`src/verilog/return_rotate_pkg.sv`:
```
// Constants, encodings and carrier types for the return and rotate unit.
// Assumes a core that feeds one instruction word per four-phase cycle.
package return_rotate_pkg;

  // Phases of one instruction cycle, one clk each
  typedef enum logic [1:0] {
    PH_Q1 = 2'b00,
    PH_Q2 = 2'b01,
    PH_Q3 = 2'b10,
    PH_Q4 = 2'b11
  } phase_t;

  typedef enum logic [2:0] {
    OP_IDLE      = 3'b000,
    OP_RET_IMM   = 3'b001,
    OP_RETURN    = 3'b010,
    OP_ROT_LEFT  = 3'b011,
    OP_ROT_RIGHT = 3'b100,
    OP_OTHER     = 3'b101
  } op_t;

  // Encodings
  localparam logic [3:0]  RET_IMM_TOP   = 4'hD;
  localparam logic [13:0] RETURN_WORD   = 14'h0008;
  localparam logic [5:0]  ROT_LEFT_TOP  = 6'h0D;
  localparam logic [5:0]  ROT_RIGHT_TOP = 6'h0C;

  // Field positions
  localparam int RET_IMM_TOP_LSB = 10;
  localparam int ROT_TOP_LSB     = 8;
  localparam int DEST_BIT        = 7;
  localparam int IMM_MSB         = 7;
  localparam int FILE_IDX_MSB    = 6;

  // Destination select values
  localparam logic DEST_ACC  = 1'b0;
  localparam logic DEST_FILE = 1'b1;

  // Cycle counts (instruction cycles)
  localparam int RET_CYCLES = 2;
  localparam int ROT_CYCLES = 1;

  // Values after reset
  localparam logic [7:0]  ACC_RST   = 8'h00;
  localparam logic        CARRY_RST = 1'b0;
  localparam logic [12:0] PC_RST    = 13'h0000;
  localparam logic [13:0] INSTR_RST = 14'h0000;
  localparam logic [7:0]  IMM_RST   = 8'h00;

  typedef struct packed {
    logic       rdEn;
    logic       wrEn;
    logic [6:0] addr;
    logic [7:0] wrData;
  } file_port_t;

  typedef struct packed {
    logic        pop;
    logic        pcLoad;
    logic [12:0] pc;
  } stack_port_t;

  typedef struct packed {
    phase_t      phase;
    logic        cycleIdx;
    op_t         op;
    logic [13:0] instr;
    logic [7:0]  imm;
    logic [7:0]  acc;
    logic        carry;
    file_port_t  file;
    stack_port_t stk;
    logic        taken;
    logic        done;
    logic        unknownOp;
  } core_state_t;

endpackage

```
`src/verilog/shift_thru_carry.sv`:
```
// One-bit rotate of a byte through a carry bit, purely combinational.
// Assumes the caller registers both results.
`timescale 1ns/1ps
`default_nettype none
module shift_thru_carry (
  // Operand
  input  wire logic [7:0] operand,
  input  wire logic       carryIn,
  input  wire logic       toLeft,
  // Result
  output logic [7:0]      result,
  output logic            carryOut
);

  always_comb begin
    if (toLeft) begin
      result   = {operand[6:0], carryIn}; // RQ7
      carryOut = operand[7]; // RQ7
    end else begin
      result   = {carryIn, operand[7:1]}; // RQ7
      carryOut = operand[0]; // RQ7
    end
  end

endmodule
`default_nettype wire

```
`src/verilog/return_rotate_ops.sv`:
```
// Execution of immediate return, plain return and rotates through carry.
// Assumes a register file that answers a Q2 read in Q3, and a stack whose
// top entry is valid whenever this block pops it.
//
// Contract
// (RQ1) Return with immediate puts the immediate in the accumulator, loads the program counter from the stack top, takes two cycles and leaves flags alone.
// (RQ2) Plain return pops the stack top into the program counter over two cycles, the second idle, with no flag change.
// (RQ3) Rotate left shifts the addressed register left through carry in one cycle, changing only carry.
// (RQ4) Rotate right shifts the addressed register right through carry in one cycle, changing only carry.
// (RQ5) A rotate writes the accumulator when the destination bit is 0 and the register when it is 1.
// (RQ6) A rotate decodes in Q1, reads in Q2, computes in Q3 and writes in Q4.
// (RQ7) Left rotate feeds old carry to bit 0 and bit 7 to carry; right feeds old carry to bit 7 and bit 0 to carry.
`timescale 1ns/1ps
`default_nettype none
module return_rotate_ops (
  // Clock and reset
  input  wire logic                          clk,
  input  wire logic                          sys_rst,
  // Instruction in
  input  wire logic                          instrValid,
  input  wire logic [13:0]                   instrWord,
  // Register file read data and stack top
  input  wire logic [7:0]                    fileRdData,
  input  wire logic [12:0]                   stack_top_entry,
  // Register file and stack requests
  output return_rotate_pkg::file_port_t      filePort,
  output return_rotate_pkg::stack_port_t     stackPort,
  // Core state and status
  output return_rotate_pkg::phase_t          phase,
  output logic [7:0]                         accumulator,
  output logic                               carryFlag,
  output logic                               instrTaken,
  output logic                               instrDone,
  output logic                               unknownOp
);
  import return_rotate_pkg::*;

  core_state_t state_reg;
  core_state_t state_next;
  logic [7:0]  rotResult;
  logic        rotCarry;
  logic        isRot;
  logic        isRet;
  logic        lastCycle;

  ////////////////////////////////////////////////////////////////////////
  // Decode

  function automatic op_t decode_op(input logic [13:0] w);
    op_t o;
    o = OP_OTHER;
    if (w[13:RET_IMM_TOP_LSB] == RET_IMM_TOP) begin
      o = OP_RET_IMM; // RQ1
    end else if (w == RETURN_WORD) begin
      o = OP_RETURN; // RQ2
    end else if (w[13:ROT_TOP_LSB] == ROT_LEFT_TOP) begin
      o = OP_ROT_LEFT; // RQ3
    end else if (w[13:ROT_TOP_LSB] == ROT_RIGHT_TOP) begin
      o = OP_ROT_RIGHT; // RQ4
    end
    return o;
  endfunction

  ////////////////////////////////////////////////////////////////////////
  // Rotate datapath

  shift_thru_carry u_rot (
    .operand  (fileRdData),
    .carryIn  (state_reg.carry),
    .toLeft   (state_reg.op == OP_ROT_LEFT),
    .result   (rotResult),
    .carryOut (rotCarry)
  );

  assign isRot = (state_reg.op == OP_ROT_LEFT) ||
                 (state_reg.op == OP_ROT_RIGHT);
  assign isRet = (state_reg.op == OP_RET_IMM) ||
                 (state_reg.op == OP_RETURN);
  // Returns finish on their second cycle, rotates on their first
  assign lastCycle = isRet ?
    (state_reg.cycleIdx == 1'(RET_CYCLES - 1)) :
    (state_reg.cycleIdx == 1'(ROT_CYCLES - 1));

  ////////////////////////////////////////////////////////////////////////
  // Sequencer

  always_comb begin
    state_next             = state_reg;
    state_next.file.rdEn   = 1'b0;
    state_next.file.wrEn   = 1'b0;
    state_next.stk.pop     = 1'b0;
    state_next.stk.pcLoad  = 1'b0;
    state_next.taken       = 1'b0;
    state_next.done        = 1'b0;
    state_next.unknownOp   = 1'b0;
    case (state_reg.phase)
      PH_Q1: begin
        state_next.phase = PH_Q2;
        // No new word is taken during a return's idle second cycle
        if (state_reg.cycleIdx == 1'b0) begin
          state_next.op = OP_IDLE;
          if (instrValid) begin
            state_next.instr     = instrWord;
            state_next.op        = decode_op(instrWord); // RQ6
            state_next.taken     = 1'b1;
            state_next.unknownOp = (decode_op(instrWord) == OP_OTHER);
            state_next.file.addr = instrWord[FILE_IDX_MSB:0];
            state_next.file.rdEn =
              (decode_op(instrWord) == OP_ROT_LEFT) ||
              (decode_op(instrWord) == OP_ROT_RIGHT); // RQ6
          end
        end
      end
      PH_Q2: begin
        state_next.phase = PH_Q3;
        if (state_reg.op == OP_RET_IMM && state_reg.cycleIdx == 1'b0) begin
          state_next.imm = state_reg.instr[IMM_MSB:0]; // RQ1
        end
      end
      PH_Q3: begin
        state_next.phase = PH_Q4;
        if (isRot) begin
          // Only carry among the flags moves
          state_next.carry = rotCarry; // RQ3 RQ4 RQ6
          if (state_reg.instr[DEST_BIT] == DEST_ACC) begin
            state_next.acc = rotResult; // RQ5
          end else begin
            state_next.file.wrEn   = 1'b1; // RQ5 RQ6
            state_next.file.wrData = rotResult; // RQ5
          end
        end
        if (isRet && state_reg.cycleIdx == 1'b0) begin
          state_next.stk.pop    = 1'b1; // RQ1 RQ2
          state_next.stk.pcLoad = 1'b1; // RQ1 RQ2
          state_next.stk.pc     = stack_top_entry; // RQ1 RQ2
          if (state_reg.op == OP_RET_IMM) begin
            state_next.acc = state_reg.imm; // RQ1
          end
        end
        state_next.done = (isRot || isRet) && lastCycle;
      end
      default: begin
        state_next.phase = PH_Q1;
        // Returns spend one more cycle doing nothing
        state_next.cycleIdx = isRet && !lastCycle; // RQ1 RQ2
      end
    endcase
  end

  always_ff @(posedge clk) begin
    if (sys_rst) begin
      state_reg.phase     <= PH_Q1;
      state_reg.cycleIdx  <= 1'b0;
      state_reg.op        <= OP_IDLE;
      state_reg.instr     <= INSTR_RST;
      state_reg.imm       <= IMM_RST;
      state_reg.acc       <= ACC_RST;
      state_reg.carry     <= CARRY_RST;
      state_reg.file      <= '0;
      state_reg.stk.pop   <= 1'b0;
      state_reg.stk.pcLoad <= 1'b0;
      state_reg.stk.pc    <= PC_RST;
      state_reg.taken     <= 1'b0;
      state_reg.done      <= 1'b0;
      state_reg.unknownOp <= 1'b0;
    end else begin
      state_reg <= state_next;
    end
  end

  ////////////////////////////////////////////////////////////////////////
  // Outputs, all straight from state flops

  assign filePort    = state_reg.file;
  assign stackPort   = state_reg.stk;
  assign phase       = state_reg.phase;
  assign accumulator = state_reg.acc;
  assign carryFlag   = state_reg.carry;
  assign instrTaken  = state_reg.taken;
  assign instrDone   = state_reg.done;
  assign unknownOp   = state_reg.unknownOp;

endmodule
`default_nettype wire

```
`config.mk`:
```
export PLATFORM = sky130hd
export DESIGN_NAME = return_rotate_ops
export DESIGN_NICKNAME = d
export VERILOG_FILES = /design/src/verilog/return_rotate_pkg.sv /design/src/verilog/shift_thru_carry.sv /design/src/verilog/return_rotate_ops.sv
export SDC_FILE = /design/constraint.sdc
export NUM_CORES = 1
export LEC_CHECK = 0
export ABC_CLOCK_PERIOD_IN_PS = 1900
export BUFFER_PORTS_ARGS = -buffer_cell sky130_fd_sc_hd__buf_4
export CAP_MARGIN = 10
export CELL_PAD_IN_SITES_DETAIL_PLACEMENT = 0
export CELL_PAD_IN_SITES_GLOBAL_PLACEMENT = 1
export CORE_MARGIN = 2
export CORE_UTILIZATION = 34
export CTS_CLUSTER_DIAMETER = 100
export DETAILED_ROUTE_END_ITERATION = 8
export PLACE_DENSITY_LB_ADDON = 0.1
export SYNTH_ARGS = -nofsm -noshare
export SYNTH_HDL_FRONTEND = slang
export SYNTH_SLANG_ARGS = --single-unit
```
`constraint.sdc`:
```
create_clock -name clk -period 1.9 [get_ports clk]
set_clock_uncertainty 0.1 [all_clocks]
set_input_delay 0.285 -clock clk [delete_from_list [all_inputs] [get_ports clk]]
set_output_delay 0.285 -clock clk [all_outputs]
set_load 0.01 [all_outputs]
```
==> run metrics, run 1 <==
outcome=finished clean; number of library cell types mapped by synthesis=40; ranking of synthesized cells by area=dfxtp_1 (42%), buf_4 (11%), mux2i_1 (9.8%); core outline area=between 7000 and 8000 um^2; placed cell count=roughly 450; final weighted congestion of routability-driven global placement=between 0.7 and 0.8; CTS Buffer Depth=2; total number of nets in the final design=just over 400; hold path cells=3; number of standard-cell rows in the floorplan=32; grt ovf=0; final critical-path share of the clock period=92.0%; chip height=approximately 94 um; Synth area leader=dfxtp_1; number of synthesized register bits=58; arrival time worst endpoint=~1.9 ns; portion of synthesized cell area occupied by the leading cell type=42.1%; number of warnings printed during yosys synthesis=0; number of flip-flops under the largest register name=20; path type of the worst min-delay path=in -> reg; crit path max fanout=8; Worst-Margin Slew=0.507 ns; min setup slack post-route=0.152 ns; FF+latch area=approximately 1200 um^2; final hold viol count=0; layout cells sized above 1=a little over a third; worst-case reg-to-reg path depth=8; Post-CTS Resized=0; wire length of the first global-routing pass=9780 um; residual DRC count=0; TritonCTS Buffers=9; number of enable-type register cells in the synthesized netlist=0; P&R area growth vs syn=23.8%; Synthesized Nets=351; most frequently used cell type in the post-synthesis netlist=dfxtp_1; setup_tns=0 ns; Detailed Routing Iterations Pass 1=4; vias in the first global route=roughly 2000; synthesized netlist cell count=approximately 310; CTS Hold Bufs=0; Die W=approximately 94 um; wire length reported by the detailed router=~6000 um; top post-synthesis cells by count=dfxtp_1 (58), buf_4 (42), nand2_1 (35), nor2_1 (35), mux2i_1 (27); unrepaired setup endpoints after global routing=false; Hold Slack=0.0958 ns; kind of start point of the critical path=register; filler cell count=803; detailed-placement wirelength estimate=between 4000 and 5000 um; kind of capture point of the worst setup path=register; pre-CTS setup slack=0.0366 ns; max-capacitance violation count=0; CTS clock-pin slew for the worst setup and hold paths=~0.06 ns; non-filler cells in the finished layout=roughly 470; fraction of synthesis flops using an asynchronous set or reset pin=0%; largest net degree at the start of global routing=29; Top-Level Pins=between 80 and 90; mean area per synthesized cell=~9.0 um^2; area of the multi-input gates=roughly 1100 um^2; max-slew violation count=0; number of DRC markers after the initial detailed-route iteration=71; clock insertion delay at the later pin of the skew report=0.33 ns; crit path time final=about 1.7 ns; post-CTS setup buffers=0; H-tree levels=3; root buffer cell=clkbuf_8; Overall Global Routing Usage=between 10 and 15%; proportion of synthesized chip area in sequential cells=around 42%; data required time at the worst endpoint=slightly above 2 ns; ANT nets after route=0; Final Power=between 3000 and 4000 uW; worst max-slew margin expressed relative to the limit=between 60% and 70%; class of the most critical setup path=reg -> reg; leakage power figure=approximately 0.0016 uW; Starting Density=a little over a third; CTS sink count=58; antenna violations before repair=0; P per Cell Area=approximately 960 nW/um^2; vias after detailed routing=about 2100; Antenna Cells=0; routed wire length per instance=around 13 um; total setup violations reported at the end of the flow=0; vias per inst=4.49; Die Area=8850 um^2; most used flip-flop cell after synthesis=dfxtp_1; # port buffers=83; cell area after synthesis=between 2000 and 3000 um^2; maximum ir drop on the vdd rail=just over 0.4 mV; clock tree from TritonCTS=built; Highest Clock Rate=approximately 570 MHz
## cells by family after synthesis
kind of cell / Yosys count / share of synthesized area [%]
XOR/XNOR: 2 / 0.635
multiplexers: 34 / 12.7
buffers and inverters: 73 / 16.5
AO/OA/AOI/OAI: 40 / 10.3
flip-flops: 58 / 42.1
adder cells (fa/ha/maj): 5 / 2.27
AND/OR/NAND/NOR: 96 / 15.6
## final cells by class
| class | count | share of cell area (%) |
|---|---|---|
| clock buffer | 12 | 4.54 |
| clock inverter | 3 | 0.440 |
| inverter | 18 | 1.98 |
| multi-input combinational | 177 | 33.6 |
| sequential | 58 | 34.1 |
| tap | 102 | 3.74 |
| timing repair buffer | 96 | 21.6 |
## placed cells by master, fill, tap and decap left out, types with 2 or more instances in the layout
master     n
nand4_1    2
a211oi_2   4
mux2_2     7
and3_1     2
dfxtp_1   55
nor3_1     4
buf_4     94
xnor2_1    2
nand3_1    4
inv_1     18
nor2_1    35
o21ai_0    2
nand2b_1   3
nand2_1   35
a311oi_1   2
mux2i_1   27
clkinv_2   3
o22ai_1    8
clkbuf_8  11
dfxtp_2    3
and2_1     2
ha_1       5
a21oi_1   16
nand3b_1   2
## per-stage QoR
step | instance area [um^2] | utilization, %
floorplan | 2760 | -
global placement | 3230 | 41.4
detailed placement | 3230 | 41.4
CTS | 3400 | 43.6
global route | 3420 | 43.8
finish | 3420 | 43.8
## critical path: stages (launching register included)
cell and delay (ns):
dfxtp_2 0.38, xnor2_1 0.12, nor2_1 0.05, ha_1 0.19, nand2b_1 0.12, or2_1 0.13
buf_6 0.14, mux2_2 0.34, o22ai_1 0.10
## power breakdown
group          leakage, uW  switching [uW]  internal, uW  total [uW]
Combinational     0.000991             434           437         871
Clock            0.0000920             447           530         977
Sequential        0.000471            93.3          1330        1430
Total              0.00155             974          2300        3270
## final timing paths
path                       from             end  slack [ns]
setup / recovery  state_reg[66]  accumulator[3]        0.15
hold / removal     instrWord[5]   state_reg[57]         0.1
setup reg to reg  state_reg[66]  accumulator[3]        0.15
hold reg to reg    stackPort[7]    stackPort[7]        0.35
## layer usage
| layer | share of wire [%] | up-vias | global-route usage (%) |
|---|---|---|---|
| li1 | - | 1090 | - |
| met1 | 44 | 941 | 17.4 |
| met2 | 49 | 56 | 23.9 |
| met3 | 5.6 | 6 | 4.82 |
| met4 | 0.94 | 0 | 5.43 |
| met5 | 0 | - | 0 |
Power figures use the tool's default switching activity.
==> run 2, diff against run 1 <==
Settings changed: ABC_AREA from default to 1, CORE_UTILIZATION 34 to 33, RECOVER_POWER from default to 50.
==> run metrics, run 2 <==
outcome=finished clean; number of standard-cell rows in the floorplan=34 (+6.3%); Synthesized Nets=431 (+23%); number of warnings printed during yosys synthesis=0 (unchanged); total setup violations reported at the end of the flow=0 (unchanged); arrival time worst endpoint=1.88 ns (-0.02 ns); routed wire length per instance=12.1 um (-6.8%); path type of the worst min-delay path=in -> reg; kind of capture point of the worst setup path=register; terminus of the critical flop-to-flop path=accumulator[7]; final standard cell utilization of the core=39.3% (-4.5 points); CTS Hold Bufs=0 (unchanged); clock insertion delay at the later pin of the skew report=0.34 ns (about the same); most frequently used cell type in the post-synthesis netlist=nor2_1; detailed-placement wirelength estimate=4870 um (+6.6%); Die W=97.2 um (+3.3%); CTS Buffer Depth=2 (unchanged); chip height=97.2 um (+3.3%); ranking of synthesized cells by area=dfxtp_1 (40%), buf_4 (12%), nor2_1 (8.9%); unrepaired setup endpoints after global routing=false; total number of nets in the final design=480 (+19%); Worst-Margin Slew=0.453 ns (-0.0538 ns); P&R area growth vs syn=17.7%; Hold Slack=0.0913 ns (-0.00455 ns); wire length reported by the detailed router=6660 um (+10%); mean area per synthesized cell=7.39 um^2 (-17%); portion of synthesized cell area occupied by the leading cell type=40.5% (-1.6 points); number of library cell types mapped by synthesis=27 (-33%); Antenna Cells=0 (unchanged); kind of start point of the critical path=register; wire length of the first global-routing pass=11400 um (+17%); Overall Global Routing Usage=15.0% (+0.50 points); Top-Level Pins=84 (unchanged); commonest cells after routing, fill and taps aside=nor2_1 (68), dfxtp_1 (58), nand2_1 (56); layout cells sized above 1=18.1% (-17 points); number of flip-flops under the largest register name=20 (unchanged); CTS clock-pin slew for the worst setup and hold paths=0.07 ns (about the same); CP startpoint=state_reg[67]; grt ovf=0 (unchanged); worst max-slew margin expressed relative to the limit=69.6% (+3.8 points); leakage power figure=0.00140 uW (-10%); Starting Density=33.4% (-2.0 points); TritonCTS Buffers=9 (unchanged); core outline area=8590 um^2 (+10%); proportion of synthesized chip area in sequential cells=40.5% (-1.6 points); # port buffers=83 (unchanged); crit path max fanout=8 (unchanged); Highest Clock Rate=572 MHz (about the same); R2R setup slack=0.15 ns (about the same); post-route standard cell area excluding fillers=3380 um^2 (-1.2%); termination of the worst setup path=accumulator[7]; crit path time final=1.75 ns (-0.000567 ns); number of synthesized register bits=58 (unchanged); residual DRC count=0 (unchanged); P per Cell Area=1080 nW/um^2 (+13%); top post-synthesis cells by count=nor2_1 (68), dfxtp_1 (58), nand2_1 (56), buf_4 (45), inv_1 (35); antenna violations before repair=0 (unchanged); vias in the first global route=2450 (+21%); Detailed Routing Iterations Pass 1=4 (unchanged); synthesized netlist cell count=388 (+26%); H-tree levels=3 (unchanged); cell area after synthesis=2870 um^2 (+3.9%); Synth area leader=dfxtp_1; number of DRC markers after the initial detailed-route iteration=55 (-23%); number of enable-type register cells in the synthesized netlist=0 (unchanged); data required time at the worst endpoint=2.03 ns (-0.02 ns); setup_tns=0 ns (unchanged); largest net degree at the start of global routing=28 (-3.4%); class of the most critical setup path=reg -> reg; most used flip-flop cell after synthesis=dfxtp_1; max-slew violation count=0 (unchanged); final critical-path share of the clock period=91.9% (about the same); vias after detailed routing=2432 (+16%); clock tree from TritonCTS=built; root buffer cell=clkbuf_8; CTS sink count=58 (unchanged); fraction of synthesis flops using an asynchronous set or reset pin=0% (unchanged); max-capacitance violation count=0 (unchanged); worst-case reg-to-reg path depth=10 (+2); vias per inst=4.42 (-1.5%); DP Area=3290 um^2 (+1.7%); most common library cell in the layout ignoring fill and taps=nor2_1; launching point of the worst reg2reg path=state_reg[67]; Die Area=9450 um^2 (+6.8%); maximum ir drop on the vdd rail=0.565 mV (+38%); final weighted congestion of routability-driven global placement=0.834 (+11%); final hold viol count=0 (unchanged); ANT nets after route=0 (unchanged)
-- run 2: cell types whose count changed in the layout (fill, tap and decap cells not counted), moves of 4 or more --
cell      change
o21ai_0      +28
o21ai_1       +4
mux2_2        -7
nand2_1      +21
inv_1        +17
nand3_1       +6
clkbuf_1     +45
nand4_1       +8
mux2i_1      -27
buf_4        -45
o22ai_1       -8
nor2_1       +33
a211oi_2      -4
a21oi_1      +16
-- run 2: area by class of cell --
class	instances	area, um^2
clock buffer	11	151
clock inverter	5	52.6
fill	973	5220
inverter	37	139
multi-input combinational	233	1140
sequential	58	1160
tap	108	135
timing repair buffer	98	601
-- run 2: routing by layer --
layer  track usage [%]  wire length, um
met5                 0                0
met4              6.52               99
met3              4.03              404
met2              24.6             3050
met1              18.4             3100
-- run 2: cell families after synthesis --
kind of cell / Yosys count / synth area share, %
adders and majority gates: 5 / 2.18
AOI/OAI and AO/OA: 72 / 13.2
buffers and inverters: 97 / 20.0
DFF: 58 / 40.5
and+or+nand+nor: 156 / 24.1
-- run 2: stage by stage --
stage / power [uW] / cells / setup WS [ns]
after floorplan: 2300 / 388 / 0.111
after global placement: 2600 / 532 / 0.114
after detailed placement: 2600 / 532 / 0.0187
after CTS: 3790 / 548 / 0.0172
after global routing: 3920 / 550 / 0.000531
final: 3660 / 550 / 0.153
-- run 2: worst min-delay path by stage --
stage	start	endpoint	slack (ns)	cells after the start
after detailed placement	filePort[0]	filePort[0]	0.34	2
after CTS	stack_top_entry[0]	stackPort[0]	0.08	3
after global routing	stack_top_entry[2]	stackPort[2]	0.10	3
after global placement	filePort[3]	filePort[3]	0.34	2
after floorplan	filePort[3]	filePort[3]	0.32	2
final	stack_top_entry[3]	stackPort[3]	0.09	3
-- run 2: repair_timing --
item / in CTS / in global routing
pin swaps: 1 / 3
resized for setup: 0 / 5
buffers inserted: 0 / 1
gates cloned: 0 / 1
endpoints found under the setup margin: 1 / 8
-- run 2: critical path, cell delays in order (launching register included) --
cell and delay (ns):
dfxtp_1 0.34, nand2_1 0.08, nand2_1 0.09, a21oi_2 0.15, ha_2 0.23, nand4_4 0.14, clkbuf_16 0.20, a21oi_1 0.14
nand2_1 0.06, nand2_1 0.06, nor2_1 0.04
-- run 2: power breakdown --
part / switching, uW / total (uW) / internal [uW]
clock network: 492 / 1160 / 669
registers: 99.3 / 1480 / 1380
logic: 626 / 1020 / 392
